===== config.mk =====
export PLATFORM = sky130hd
export DESIGN_NAME = pcsia_core
export DESIGN_NICKNAME = d
export VERILOG_FILES = /design/src/pcsia_pkg.sv /design/src/pcsia_stack_if.sv /design/src/pcsia_stack.sv /design/src/pcsia_core.sv
export VERILOG_INCLUDE_DIRS = /design/src
export SDC_FILE = /design/constraint.sdc
export NUM_CORES = 1
export LEC_CHECK = 0
export BUFFER_PORTS_ARGS = -buffer_cell sky130_fd_sc_hd__buf_4
export CORE_UTILIZATION = 55
export DETAILED_ROUTE_END_ITERATION = 7
export GPL_ROUTABILITY_DRIVEN = 0
export GPL_TIMING_DRIVEN = 0
export HOLD_SLACK_MARGIN = 0.03
export PLACE_DENSITY = 0.76
export SLEW_MARGIN = 40
export SYNTH_ARGS = -nofsm -noshare
export SYNTH_HDL_FRONTEND = slang
export SYNTH_SLANG_ARGS = --single-unit
export TNS_END_PERCENT = 10

===== constraint.sdc =====
create_clock -name clk -period 6 [get_ports clk]
set_input_delay 0.3 -clock clk [delete_from_list [all_inputs] [get_ports clk]]
set_output_delay 0.3 -clock clk [all_outputs]
set_load 0.02 [all_outputs]

===== src/pcsia_regs.svh =====
`ifndef PCSIA_REGS_SVH
`define PCSIA_REGS_SVH

// ----------------------------------------------------------------------
// Widths and depths
// ----------------------------------------------------------------------
`define PCSIA_PC_W 13
`define PCSIA_LATCH_W 5
`define PCSIA_PAGE_ADDR_W 11
`define PCSIA_STACK_DEPTH 8

// ----------------------------------------------------------------------
// Register file offsets (low seven address bits, mirrored in all four banks)
// ----------------------------------------------------------------------
`define PCSIA_ADDR_INDIRECT 7'h00
`define PCSIA_ADDR_PC_LOW 7'h02
`define PCSIA_ADDR_POINTER 7'h04
`define PCSIA_ADDR_LATCH 7'h0A

// ----------------------------------------------------------------------
// Reset values and vectors
// ----------------------------------------------------------------------
`define PCSIA_RESET_VECTOR 13'h0000
`define PCSIA_IRQ_VECTOR 13'h0004
`define PCSIA_LATCH_RST 5'h00
`define PCSIA_POINTER_RST 8'h00
`define PCSIA_INDIRECT_SELF_READ 8'h00

`endif


===== src/pcsia_pkg.sv =====
package pcsia_pkg;

  // Which register a data access lands on
  typedef enum logic [2:0] {
    PCSIA_SEL_INDIRECT,
    PCSIA_SEL_PC_LOW,
    PCSIA_SEL_POINTER,
    PCSIA_SEL_LATCH,
    PCSIA_SEL_MEMORY
  } pcsia_sel_e;

endpackage


===== src/pcsia_stack_if.sv =====
`timescale 1ns/1ps
`include "pcsia_regs.svh"

interface pcsia_stack_if;
  logic push;
  logic pop;
  logic [`PCSIA_PC_W-1:0] push_data;
  logic [`PCSIA_PC_W-1:0] top_data;

  modport core (output push, output pop, output push_data, input top_data);
  modport stack (input push, input pop, input push_data, output top_data);
endinterface


===== src/pcsia_stack.sv =====
`timescale 1ns/1ps
`include "pcsia_regs.svh"

module pcsia_stack import pcsia_pkg::*; #(
  parameter int DEPTH = `PCSIA_STACK_DEPTH
) (
  input wire logic clk,
  input wire logic rst_b,
  pcsia_stack_if.stack sp
);
  localparam int PW = $clog2(DEPTH);

  logic [`PCSIA_PC_W-1:0] entry [DEPTH];
  logic [PW-1:0] ptr;

  // ----------------------------------------------------------------------
  // Circular storage; the pointer has no port, software cannot see it
  // ----------------------------------------------------------------------
  always_ff @(posedge clk or negedge rst_b) begin
    if (!rst_b) begin
      ptr <= '0;
    end else if (sp.push) begin
      ptr <= PW'(ptr + 1'b1);
    end else if (sp.pop) begin
      ptr <= PW'(ptr - 1'b1);
    end
  end

  always_ff @(posedge clk or negedge rst_b) begin
    if (!rst_b) begin
      for (int i = 0; i < DEPTH; i++) begin
        entry[i] <= '0;
      end
    end else if (sp.push) begin
      entry[ptr] <= sp.push_data;
    end
  end

  // Empty pop simply reads the slot below the wrapped pointer
  assign sp.top_data = entry[PW'(ptr - 1'b1)];
endmodule


===== src/pcsia_core.sv =====
`timescale 1ns/1ps
`include "pcsia_regs.svh"

// Behaviour
// - 13-bit counter addresses next fetch
// - Counter low byte readable and writable
// - Upper counter bits loaded only via latch
// - Eight-entry hidden return stack, pointer inaccessible
// - Call or interrupt branch pushes counter
// - Return variants pop stack into counter
// - Push and pop leave latch unchanged
// - Ninth push overwrites oldest, circularly, silently
// - Jumps take 11 bits, page from latch
// - Return restores all 13 counter bits
// - Virtual register accesses pointer-addressed register
// - Pointer zero virtual read returns zero
// - Virtual write onto itself stores nothing
// - Indirect address is bank bit over pointer
// - Bank bit unused unless USE_BANK_BIT set; pointer alone selects
module pcsia_core import pcsia_pkg::*; #(
  parameter bit USE_BANK_BIT = 1'b0
) (
  input wire logic clk,
  input wire logic rst_b,
  input wire logic pc_advance,
  input wire logic goto_en,
  input wire logic call_en,
  input wire logic irq_branch,
  input wire logic ret_en,
  input wire logic [`PCSIA_PAGE_ADDR_W-1:0] branch_addr,
  input wire logic fa_valid,
  input wire logic fa_write,
  input wire logic [8:0] fa_addr,
  input wire logic [7:0] fa_wdata,
  input wire logic indirect_bank_bit,
  output logic [`PCSIA_PC_W-1:0] program_counter,
  output logic [`PCSIA_LATCH_W-1:0] pc_upper_latch,
  output logic [7:0] indirect_pointer,
  output logic dm_rd_en,
  output logic dm_wr_en,
  output logic [8:0] dm_addr,
  output logic [7:0] dm_wdata,
  output logic rd_valid,
  output logic [7:0] rd_data
);

  // ----------------------------------------------------------------------
  // Address decode
  // ----------------------------------------------------------------------
  function automatic pcsia_sel_e reg_decode(input logic [6:0] a);
    if (a == `PCSIA_ADDR_INDIRECT) begin
      reg_decode = PCSIA_SEL_INDIRECT;
    end else if (a == `PCSIA_ADDR_PC_LOW) begin
      reg_decode = PCSIA_SEL_PC_LOW;
    end else if (a == `PCSIA_ADDR_POINTER) begin
      reg_decode = PCSIA_SEL_POINTER;
    end else if (a == `PCSIA_ADDR_LATCH) begin
      reg_decode = PCSIA_SEL_LATCH;
    end else begin
      reg_decode = PCSIA_SEL_MEMORY;
    end
  endfunction

  pcsia_sel_e acc_sel;
  logic [8:0] eff_addr;
  logic [8:0] tgt_addr;
  logic acc_rd;
  logic acc_wr;

  always_comb begin
    // Bank bit kept out of the address unless the parameter asks for it
    eff_addr = USE_BANK_BIT ? {indirect_bank_bit, indirect_pointer}
                            : {1'b0, indirect_pointer};
    acc_sel = reg_decode(fa_addr[6:0]);
    tgt_addr = fa_addr;
    if (acc_sel == PCSIA_SEL_INDIRECT) begin
      // Second decode: what remains INDIRECT here is a self access
      acc_sel = reg_decode(eff_addr[6:0]);
      tgt_addr = eff_addr;
    end
  end

  assign acc_rd = fa_valid && !fa_write;
  assign acc_wr = fa_valid && fa_write;

  // ----------------------------------------------------------------------
  // Return stack
  // ----------------------------------------------------------------------
  pcsia_stack_if stk();

  pcsia_stack #(.DEPTH(`PCSIA_STACK_DEPTH)) u_stack (
    .clk(clk),
    .rst_b(rst_b),
    .sp(stk.stack)
  );

  assign stk.push = call_en || irq_branch;
  // A jump in the same cycle outranks the return, so nothing is popped
  assign stk.pop = ret_en && !stk.push && !goto_en;
  assign stk.push_data = program_counter;

  // ----------------------------------------------------------------------
  // Program counter; branches outrank register writes and advance
  // ----------------------------------------------------------------------
  always_ff @(posedge clk or negedge rst_b) begin
    if (!rst_b) begin
      program_counter <= `PCSIA_RESET_VECTOR;
    end else if (irq_branch) begin
      program_counter <= `PCSIA_IRQ_VECTOR;
    end else if (call_en || goto_en) begin
      // Two latch bits cover a full 13-bit space; bits 4:3 select the 2K page
      program_counter <= {pc_upper_latch[4:3], branch_addr};
    end else if (ret_en) begin
      program_counter <= stk.top_data;
    end else if (acc_wr && acc_sel == PCSIA_SEL_PC_LOW) begin
      program_counter <= {pc_upper_latch, fa_wdata};
    end else if (pc_advance) begin
      program_counter <= `PCSIA_PC_W'(program_counter + 1'b1);
    end
  end

  // ----------------------------------------------------------------------
  // Latch and pointer; stack traffic never touches the latch
  // ----------------------------------------------------------------------
  always_ff @(posedge clk or negedge rst_b) begin
    if (!rst_b) begin
      pc_upper_latch <= `PCSIA_LATCH_RST;
    end else if (acc_wr && acc_sel == PCSIA_SEL_LATCH) begin
      pc_upper_latch <= fa_wdata[`PCSIA_LATCH_W-1:0];
    end
  end

  always_ff @(posedge clk or negedge rst_b) begin
    if (!rst_b) begin
      indirect_pointer <= `PCSIA_POINTER_RST;
    end else if (acc_wr && acc_sel == PCSIA_SEL_POINTER) begin
      indirect_pointer <= fa_wdata;
    end
  end

  // ----------------------------------------------------------------------
  // Data memory request, one cycle after the access
  // ----------------------------------------------------------------------
  always_ff @(posedge clk or negedge rst_b) begin
    if (!rst_b) begin
      dm_rd_en <= 1'b0;
      dm_wr_en <= 1'b0;
      dm_addr <= 9'h000;
      dm_wdata <= 8'h00;
    end else begin
      dm_rd_en <= acc_rd && acc_sel == PCSIA_SEL_MEMORY;
      // Self write lands on INDIRECT, never MEMORY, so nothing is stored
      dm_wr_en <= acc_wr && acc_sel == PCSIA_SEL_MEMORY;
      if (fa_valid && acc_sel == PCSIA_SEL_MEMORY) begin
        dm_addr <= tgt_addr;
        dm_wdata <= fa_wdata;
      end
    end
  end

  // ----------------------------------------------------------------------
  // Own register read data
  // ----------------------------------------------------------------------
  always_ff @(posedge clk or negedge rst_b) begin
    if (!rst_b) begin
      rd_valid <= 1'b0;
      rd_data <= 8'h00;
    end else begin
      rd_valid <= acc_rd && acc_sel != PCSIA_SEL_MEMORY;
      if (acc_rd) begin
        case (acc_sel)
          PCSIA_SEL_INDIRECT: begin
            rd_data <= `PCSIA_INDIRECT_SELF_READ;
          end
          PCSIA_SEL_PC_LOW: begin
            rd_data <= program_counter[7:0];
          end
          PCSIA_SEL_POINTER: begin
            rd_data <= indirect_pointer;
          end
          PCSIA_SEL_LATCH: begin
            rd_data <= {3'b000, pc_upper_latch};
          end
          default: begin
            rd_data <= 8'h00;
          end
        endcase
      end
    end
  end

  logic self_ind;
  assign self_ind = fa_valid && fa_addr[6:0] == `PCSIA_ADDR_INDIRECT
                    && indirect_pointer == 8'h00;
endmodule


== Yosys cells after proc, flatten, opt, wreduce, memory -nomap -nowiden ==
Index checks and enable logic that the tools add are counted.

* Input bits: 38
* Register bits: 161
* Output and inout port bits: 54

* Equal/unequal tests: 11
* $add $sub $neg: 3
* Mux-type cells: 24
* $lt $le $gt $ge: 3
* Reductions and logical operators: 22
* Bitwise logic cells: 2

{| class="wikitable"
|+ Operator list
! cell !! count
|-
| 104-bit bitwise mux || 1
|-
| 13-bit 2-to-1 mux || 8
|-
| 13-bit binary-select mux with 3-bit select || 1
|-
| 13-bit demux with 3-bit select || 1
|-
| 3-bit 2-to-1 mux || 11
|-
| 8-bit case mux with 3 select lines || 1
|-
| 7-bit by 2-bit equality test with 1-bit output (second input constant) || 2
|-
| 7-bit by 3-bit equality test with 1-bit output (second input constant) || 2
|-
| 7-bit by 4-bit equality test with 1-bit output (second input constant) || 2
|-
| 7-bit zero test || 2
|-
| 13-bit by 1-bit adder with 13-bit output (second input constant) || 1
|-
| 1-bit logical AND || 12
|-
| 9-bit 2-to-1 mux || 1
|-
| 4-bit greater-or-equal comparator (second input constant) || 2
|-
| 3-bit inverter with 4-bit output || 2
|-
| 3-bit by 2-bit equality test with 1-bit output (second input constant) || 2
|-
| 5-bit nonzero test || 1
|-
| 4-bit by 1-bit less-than comparator with 1-bit output (second input constant) || 1
|-
| 3-bit by 1-bit adder with 3-bit output (second input constant) || 1
|-
| 3-bit by 1-bit equality test with 1-bit output (second input constant) || 1
|-
| 3-bit equality test (second input constant) || 1
|-
| 1-bit zero test || 3
|-
| 3-bit zero test || 1
|-
| 3-bit != test (second input constant) || 1
|-
| other kinds (3) || 4
|}

== Depth between registers and ports, before layout ==
Gate-level depths: netlist of the first run.

* Depth after elaboration: 13
* Depth in mapped cells: 10
* Depth with buffers taken out: 7

== Modules after synthesis ==
From an unflattened synthesis of the first run, not the netlist that was laid out.

* Cells, all modules: 680
* Area, all modules: 8167.8 um2

{| class="wikitable"
|+ Modules (own cells, without submodules)
! module !! area an instance (um2) !! cells an instance !! times used
|-
| pcsia_stack || 5093.6 || 380 || 1
|-
| pcsia_core || 3074.2 || 300 || 1
|}

== Least setup slack after synthesis of the first run ==
No wires, ideal clock.

* Path kind: register to register
* Start point: register u_stack.ptr[0]
* End point: register program_counter[10]
* Stages on the path, launching flop included: 11
* Slack: 3.457 ns
* Arrival time: 2.407 ns
* Path buffers: 3
* Required time: 5.864 ns
* Clock period less this slack: 2.543 ns
* Setup time: 0.136 ns
* Path through: dfrtp_1 buf_2 inv_1 ha_1 clkbuf_1 clkbuf_1 mux4_2 mux2i_1 nor2_1 a211oi_1 a211oi_2

* Cells in the longest elaborated chain, start to end: 8

{| class="wikitable"
|+ Ends and longest elaborated chain
! what !! line !! text
|-
| start, declared || pcsia_stack.sv:14 || <nowiki>logic [PW-1:0] ptr;</nowiki>
|-
| start signal, assigned || pcsia_stack.sv:23 || <nowiki>ptr <= PW'(ptr + 1'b1);</nowiki>
|-
| start signal, assigned || pcsia_stack.sv:25 || <nowiki>ptr <= PW'(ptr - 1'b1);</nowiki>
|-
| 3-bit by 1-bit subtractor with 3-bit output || pcsia_stack.sv:40 || <nowiki>assign sp.top_data = entry[PW'(ptr - 1'b1)];</nowiki>
|-
| 3-bit inverter with 4-bit output (not written as such) || pcsia_stack.sv:40 ||
|-
| 13-bit binary-select mux with 3-bit select || pcsia_stack.sv:40 ||
|-
| 13-bit 2-to-1 mux (not written as such) (2 in a row) || pcsia_stack.sv:40 ||
|-
| 13-bit 2-to-1 mux || pcsia_core.sv:113 || <nowiki>end else if (ret_en) begin</nowiki>
|-
| 13-bit 2-to-1 mux || pcsia_core.sv:110 || <nowiki>end else if (call_en || goto_en) begin</nowiki>
|-
| 13-bit 2-to-1 mux || pcsia_core.sv:108 || <nowiki>end else if (irq_branch) begin</nowiki>
|-
| end signal, assigned || pcsia_core.sv:109 || <nowiki>program_counter <= `PCSIA_IRQ_VECTOR;</nowiki>
|-
| end signal, assigned || pcsia_core.sv:112 || <nowiki>program_counter <= {pc_upper_latch[4:3], branch_addr};</nowiki>
|-
| end signal, assigned || pcsia_core.sv:114 || <nowiki>program_counter <= stk.top_data;</nowiki>
|-
| end, declared || pcsia_core.sv:36 || <nowiki>output logic [`PCSIA_PC_W-1:0] program_counter,</nowiki>
|}

Every way passes these cells. The select of a mux whose other input is x is not followed.
A chain may end at the register's enable or synchronous reset.

== Final worst setup path of the first run ==
* Start point: register u_stack.ptr[0]
* End point: register program_counter[12]

The elaborated chain is that of the path after synthesis.

==> results.txt, run 1 <==
----------------------------------------------------
[Outcome]
  Result of the run ... finished, final reports clean

[Floorplan]
  Initial core utilization ... 57.0%
  Number of top-level pins ... 92
  Die area ... 15000 um^2
  # rows ... 43
  X dimension of the die ... 122 um
  Die extent in y ... 122 um
  Core area ... 14000 um^2

[Timing]
  Time the final worst path needs with I/O delays and setup ... 3320 ps
  Final hold violation count ... 0
  Final hold slack ... 127 ps
  Worst-case clock skew ... 9.75 ps
  Fin. max-slew vios ... 0
  Maximum clock frequency ... 301 MHz
  Setup repair after global routing missed its margin ... no
  Fin crit share ... 55.3%
  Max-slew headroom ... 41.6%
  Total Neg Setup Slack ... 0 ps
  Tightest Pin Transition ... 875 ps
  Setup-violating endpoint count in the final report ... 0

[GRT]
  Largest net degree at the start of global routing ... 62
  Via count of the first global-routing pass ... 5841
  Number of antenna violations at the first check in global routing ... 0
  Global-route wire length before repair ... 31.3 mm
  Total overflow reported by the global router ... 0
  Total global routing track utilization ... 28.3%

[Setup path]
  Length in cells of the worst reg-to-reg path ... 9
  Crit end category ... flop
  Worst Setup Path Type ... flop to flop
  Capturing element of the worst setup path ... program_counter[12]
  Required time at the endpoint of the critical path ... 6300 ps
  Arrival time reported for the critical path endpoint ... 3620 ps
  Worst-path fanout max ... 10
  Register-to-register path setup slack ... 2680 ps
  Endpoint of the most critical register-to-register path ... program_counter[12]
  Crit Reg-Reg Startpoint ... u_stack.ptr[0]
  Worst setup path startpoint ... u_stack.ptr[0]
  Startpoint kind of the worst setup timing path ... flop

[Yosys]
  Top post-synthesis cells by area ... sky130_fd_sc_hd__dfrtp_1 (51%), sky130_fd_sc_hd__mux2_2 (19%), sky130_fd_sc_hd__mux4_2 (7.3%), sky130_fd_sc_hd__nor2_1 (1.8%), sky130_fd_sc_hd__nand2_1 (1.5%)
  Leading area contributor after synthesis ... sky130_fd_sc_hd__dfrtp_1
  Main combinational cell family by area after synthesis ... multiplexers
  Synthesized-area fraction occupied by xor and xnor cells ... 1.63%
  Number of enable flip-flop cells after synthesis ... 0
  Mapped Nets ... 666
  Flip-flop cell with the highest count after synthesis ... sky130_fd_sc_hd__dfrtp_1
  Post-Synth Adder-Cell Area ... 0.471%
  Multiplexer fraction of the synthesized cell area ... 27.2%
  Post-synthesis simple-gate area fraction ... 8.77%
  Number of warning messages in the yosys log ... 0
  Compound-cell area share of the yosys netlist ... 7.64%
  Asr flop ratio synth ... 100%
  Unique masters post-synth ... 59
  Top cell type's share of synthesized area ... 50.5%
  Flop and latch count out of synthesis ... 161
  Cell area after synthesis ... 7970 um^2
  Mapped Avg Cell Area ... 12.8 um^2
  Synthesized instance count ... 625
  Sequential-to-total area share from yosys stat ... 50.5%

[CTS]
  CTS Buf Count ... 17
  Buffer count from post-CTS setup fixing ... 0
  TritonCTS clock tree ... built
  Count of H-tree levels built during CTS ... 4
  Reg clk slew, reported paths ... 60 ps
  Total number of clock tree sinks ... 161
  Buffer levels on the longest clock path ... 2
  Post-CTS resize count ... 0
  Source-to-sink clock delay at the later pin of the worst-skew pair ... 430 ps
  CTS root buffer ... sky130_fd_sc_hd__clkbuf_16

[Worst hold path]
  Worst min-delay path category ... primary input to flop

[Detailed routing]
  Average wire per cell in the routed design ... 21.4 um
  Drt first-iter violations ... 389
  Number of iterations in the first detailed-routing pass ... 5
  Number of vias per cell after detailed routing ... 6.21
  Post-route ant nets ... 0
  Count of vias placed by the detailed router ... 5749
  Number of DRC violations after detailed routing ... 0
  Total length of routed wires ... 19.8 mm

[Cells and area]
  Layout cells sized above 1 ... 43.2%
  Synth-to-Final Area Change ... 19.0%
  Number of diodes added for antenna fixing ... 0
  Nets ... 777
  Non-filler instance count after layout ... 926

[Placement]
  HPWL reported at the end of detailed placement ... 14.2 mm
  Number of placed instances, taps included ... 896
  Count of buffers inserted at the top-level ports ... 89

[Power]
  Power density over cell area ... 432 nW/um^2
  Pwr Total ... 4100 uW
  Maximum VDD drop ... 0.000233 V
  Static Leak ... 0.00422 uW

[Flow run]
  Number of violations of the max-capacitance limit ... 0

----------------------------------------------------
## report_power, final
| part | switching [uW] | internal, uW |
|---|---|---|
| Sequential | 179 | 1400 |
| Combinational | 725 | 791 |
| Clock | 426 | 582 |
| Total | 1330 | 2770 |
## worst max-delay path, stage by stage, from the launching register on
cell,delay [ps]
sky130_fd_sc_hd__dfrtp_1,340
sky130_fd_sc_hd__buf_2,260
sky130_fd_sc_hd__inv_1,170
sky130_fd_sc_hd__ha_1,320
sky130_fd_sc_hd__clkbuf_1,470
sky130_fd_sc_hd__clkbuf_1,600
sky130_fd_sc_hd__mux4_2,430
sky130_fd_sc_hd__mux2_2,320
sky130_fd_sc_hd__a21oi_1,170
sky130_fd_sc_hd__a31oi_1,120
## Yosys cell counts, drive strengths merged, types with 2 or more instances
library cell / instances
a2111o: 2
a211o: 8
a211oi: 6
a21o: 5
a21oi: 9
a22o: 2
a22oi: 7
a31o: 2
a31oi: 8
a32oi: 3
buf: 18
clkbuf: 29
dfrtp: 161
ha: 3
inv: 15
mux2: 136
mux2i: 5
mux4: 26
nand2: 33
nand2b: 4
nand3: 10
nand4: 3
nor2: 40
nor2b: 3
nor3: 18
nor3b: 2
nor4: 8
nor4b: 2
o21ai: 17
o221ai: 7
o31ai: 2
or2: 2
or3: 4
or4: 4
xnor2: 10
xor2: 4
## layout by cell type, fill, tap and decap left out, types with 12 or more instances in the layout
| cell type | instances |
|---|---|
| sky130_fd_sc_hd__buf_2 | 12 |
| sky130_fd_sc_hd__buf_4 | 90 |
| sky130_fd_sc_hd__clkbuf_1 | 26 |
| sky130_fd_sc_hd__clkbuf_16 | 17 |
| sky130_fd_sc_hd__dfrtp_1 | 161 |
| sky130_fd_sc_hd__inv_1 | 15 |
| sky130_fd_sc_hd__mux2_2 | 136 |
| sky130_fd_sc_hd__mux4_2 | 26 |
| sky130_fd_sc_hd__nand2_1 | 32 |
| sky130_fd_sc_hd__nor2_1 | 39 |
| sky130_fd_sc_hd__nor3_1 | 18 |
| sky130_fd_sc_hd__o21ai_0 | 15 |
## metal layers
layer	global-route usage [%]	routed length [um]	up-vias
met2	44.9	9500	219
met5	0	0	-
li1	-	-	2530
met3	6.32	1000	60
met4	12.4	706	0
met1	37.3	8570	2940
## timing repair
item                                    CTS  global route
endpoints found under the hold margin    43             0
hold buffers                              1             0
endpoints found under the setup margin    0             0
## state kept, by name, indices dropped and copies added, names as in the netlist
name              flops
dm_wr_en              1
program_counter      13
rd_data               8
dm_rd_en              1
indirect_pointer      8
pc_upper_latch        5
dm_wdata              8
u_stack.ptr           3
u_stack.entry       104
rd_valid              1
dm_addr               9
## cell type report
cell class                 count  area [um^2]
fill                        1035         4500
tap                          180          225
timing repair buffer          92          741
sequential                   161         4030
multi-input combinational    402         3650
inverter                      15         56.3
clock inverter                10         90.1
buffer                        47          244
clock buffer                  19          453
## through the flow
stage / utilization, % / cell area [um^2] / worst slack, ps
3_5_place_dp: 63.9 / 8930 / 2710
4_1_cts: 67.8 / 9490 / 2670
6_report: 67.8 / 9490 / 2680
5_1_grt: 67.8 / 9490 / 2450
3_3_place_gp: 63.4 / 8860 / 2680
2_1_floorplan: - / 7970 / 3460
## how the worst min path moves through the flow
stage | end | depth (start not counted) | slack (ps) | start
global placement | u_stack.entry[84] | 2 | 460 | u_stack.entry[84]
global route | indirect_pointer[5] | 2 | 120 | fa_wdata[5]
floorplan | dm_addr[0] | 0 | 4 | rst_b
finish | dm_wdata[5] | 2 | 130 | fa_wdata[5]
CTS | dm_wdata[5] | 2 | 120 | fa_wdata[5]
detailed placement | dm_wdata[3] | 1 | 210 | rst_b
## kinds of logic after synthesis
group,count (synthesis)
xor gates and xnor gates,14
AOI/OAI and AO/OA,84
and+or+nand+nor,134
buffers and inverters,62
muxes,167
DFF,161
adders and majority gates,3
Power figures use the tool's default switching activity.
==> inputs of run 2 (changes only) <==
- CORE_UTILIZATION: 55 -> 53
- clock period: 6 -> 2.8 ns (I/O delays scaled with it)
==> run 2 against run 1 <==
Against the previous run: the run now ends with negative setup slack left; hold slack lost 69 ps; register-to-register slack lost 2700 ps; via count shrank 0.85%; combinational power grew 120%; power grew 130%; final area increased by 2.9%; critical path type unchanged; largest power group is now combinational logic.
==> results.txt, run 2 (same netlist as run 1, synthesis figures left out) <==
----------------------------------------------------
[Cells and area]
  Largest Register ... u_stack.entry
  Flip-flop count of the largest register, all copies and words added ... 104
  Final core area utilization ... 66.9%
  Layout cells sized above 1 ... 43.3%
  Synth-to-Final Area Change ... 22.4%
  Flip-flop and latch area ... 4030 um^2
  Number of diodes added for antenna fixing ... 0
  Non-filler instance count after layout ... 946
  Footprint of the multi-input gates ... 3670 um^2
  Leading cell types in the layout, fill and taps excluded ... sky130_fd_sc_hd__dfrtp_1 (161), sky130_fd_sc_hd__mux2_2 (136), sky130_fd_sc_hd__buf_4 (91)
  Nets ... 790
  Top flop regs ... u_stack.entry x104, program_counter x13, dm_addr x9
  Most common cell after layout, fill and taps aside ... sky130_fd_sc_hd__dfrtp_1
  Filler Cells Inserted ... 1035

[Detailed routing]
  Count of vias placed by the detailed router ... 5700
  Total length of routed wires ... 20.0 mm
  Number of DRC violations after detailed routing ... 0
  Average wire per cell in the routed design ... 21.2 um
  Number of iterations in the first detailed-routing pass ... 5
  Drt first-iter violations ... 542
  Number of vias per cell after detailed routing ... 6.03
  Post-route ant nets ... 0

[Flow run]
  Number of violations of the max-capacitance limit ... 0

[Timing]
  Fin crit share ... 100%
  Fin. max-slew vios ... 0
  Final hold violation count ... 0
  Time the final worst path needs with I/O delays and setup ... 2810 ps
  Setup-violating endpoint count in the final report ... 4
  Worst setup margin ... -5.60 ps
  Setup repair after global routing missed its margin ... yes
  Tightest Pin Transition ... 870 ps
  Maximum clock frequency ... 356 MHz
  Worst-case clock skew ... 7.36 ps
  Max-slew headroom ... 42.0%

[GRT]
  Total overflow reported by the global router ... 0
  Total global routing track utilization ... 27.3%
  Global-route wire length before repair ... 32.6 mm
  Via count of the first global-routing pass ... 6040
  Largest net degree at the start of global routing ... 75
  Number of antenna violations at the first check in global routing ... 0

[Floorplan]
  # rows ... 44
  Die area ... 15500 um^2
  Initial core utilization ... 54.6%
  Number of top-level pins ... 92
  Die extent in y ... 125 um
  X dimension of the die ... 125 um
  Core area ... 14600 um^2

[Setup path]
  Required time at the endpoint of the critical path ... 3110 ps
  Capturing element of the worst setup path ... u_stack.entry[45]
  Length in cells of the worst reg-to-reg path ... 5
  Top delay family on crit path ... buffers and inverters
  Worst stage delay on the critical path ... 720 ps
  Crit Reg-Reg Startpoint ... u_stack.ptr[0]
  Cell chain of the critical path ... clkbuf_4 > buf_2 > nor3_1 > clkbuf_1 > mux2_2
  Arrival time reported for the critical path endpoint ... 3110 ps
  Combined buffer and inverter count along the critical path ... 3
  Crit end category ... flop
  Worst Setup Path Type ... flop to flop
  Worst setup path startpoint ... u_stack.ptr[0]
  Register-to-register path setup slack ... -6 ps
  CP max stage cell ... sky130_fd_sc_hd__clkbuf_1
  Worst-path fanout max ... 10
  Startpoint kind of the worst setup timing path ... flop
  Endpoint of the most critical register-to-register path ... u_stack.entry[45]
  Critical Path Stages ... 5

[CTS]
  Reg clk slew, reported paths ... 60 ps
  Buffer levels on the longest clock path ... 2
  Total number of clock tree sinks ... 161
  CTS Buf Count ... 17
  Source-to-sink clock delay at the later pin of the worst-skew pair ... 430 ps
  TritonCTS clock tree ... built
  Count of H-tree levels built during CTS ... 4
  CTS root buffer ... sky130_fd_sc_hd__clkbuf_16

[Placement]
  HPWL reported at the end of detailed placement ... 14.1 mm
  Number of placed instances, taps included ... 900
  Count of buffers inserted at the top-level ports ... 89

[Power]
  Static Leak ... 0.00434 uW
  Maximum VDD drop ... 0.000537 V
  Power density over cell area ... 948 nW/um^2

[Outcome]
  Violations in the final reports ... negative setup slack
  Result of the run ... finished, violations left

[Worst hold path]
  Worst min-delay path category ... primary input to flop

----------------------------------------------------
run 2: changes by cell type in the layout (fill, tap and decap cells not counted), sizes merged:
cell,previous run,this run
inv,15,16
dlygate4sd3,1,13
bufinv,1,4
clkinv,6,4
clkbuf,48,50
run 2: final cells by class:
type | instances | area share (%)
well taps | 184 | 2.36
flip-flops and latches | 161 | 41.3
plain buffers | 46 | 2.59
clock inverters | 12 | 1.87
clock buffers | 20 | 4.58
inverters | 15 | 0.577
repair buffers | 106 | 9.10
multi-input cells | 402 | 37.6
run 2: routing by layer:
layer  share of wire (%)  vias to the layer above  global-route usage, %
met2                  51                      207                   45.9
met3                 4.9                       36                   4.73
met1                  42                     2899                   35.2
met5                   0                        -                      0
met4                 2.2                        0                   10.8
li1                    -                     2558                      -
run 2: how the worst min path moves through the flow:
stage	startpoint	end	slack, ps	depth (start not counted)
after global placement	fa_wdata[7]	indirect_pointer[7]	400	2
after floorplan	rst_b	dm_addr[0]	-160	0
after CTS	branch_addr[1]	program_counter[1]	40	4
after global routing	fa_addr[7]	dm_addr[7]	70	3
after detailed placement	rst_b	u_stack.entry[52]	-30	1
final	branch_addr[1]	program_counter[1]	60	4
run 2: timing repair:
item,CTS,global route
setup endpoints to repair,12,36
setup buffers,0,2
endpoints found under the hold margin,186,0
hold buffers,13,0
resized for setup,4,9
gates cloned,0,0
run 2: where the power goes:
part           internal (uW)  switching [uW]  leakage (uW)  total, uW
Combinational           1850            1560       0.00197       3410
Sequential              3000             382       0.00207       3380
Clock                   1520             948      0.000297       2470
run 2: stage by stage:
step	setup slack [ps]	hold slack [ps]	setup TNS [ps]	area (um^2)	total power (uW)
floorplan	257	-156	0	7970	5670
global placement	-492	402	-5900	8870	6460
detailed placement	-472	-29.8	-3780	8940	6610
CTS	6.34	37.2	0	9710	9140
global route	-134	66.3	-1270	9760	9700
finish	-5.60	58.1	-13.5	9760	9250
run 2: worst reg2reg max path, delay by kind of cell (launching register included):
kind	cells	cell delay (ps)
muxes	1	420
and+or+nand+nor	1	680
buffers and inverters	3	1200
DFF	1	380
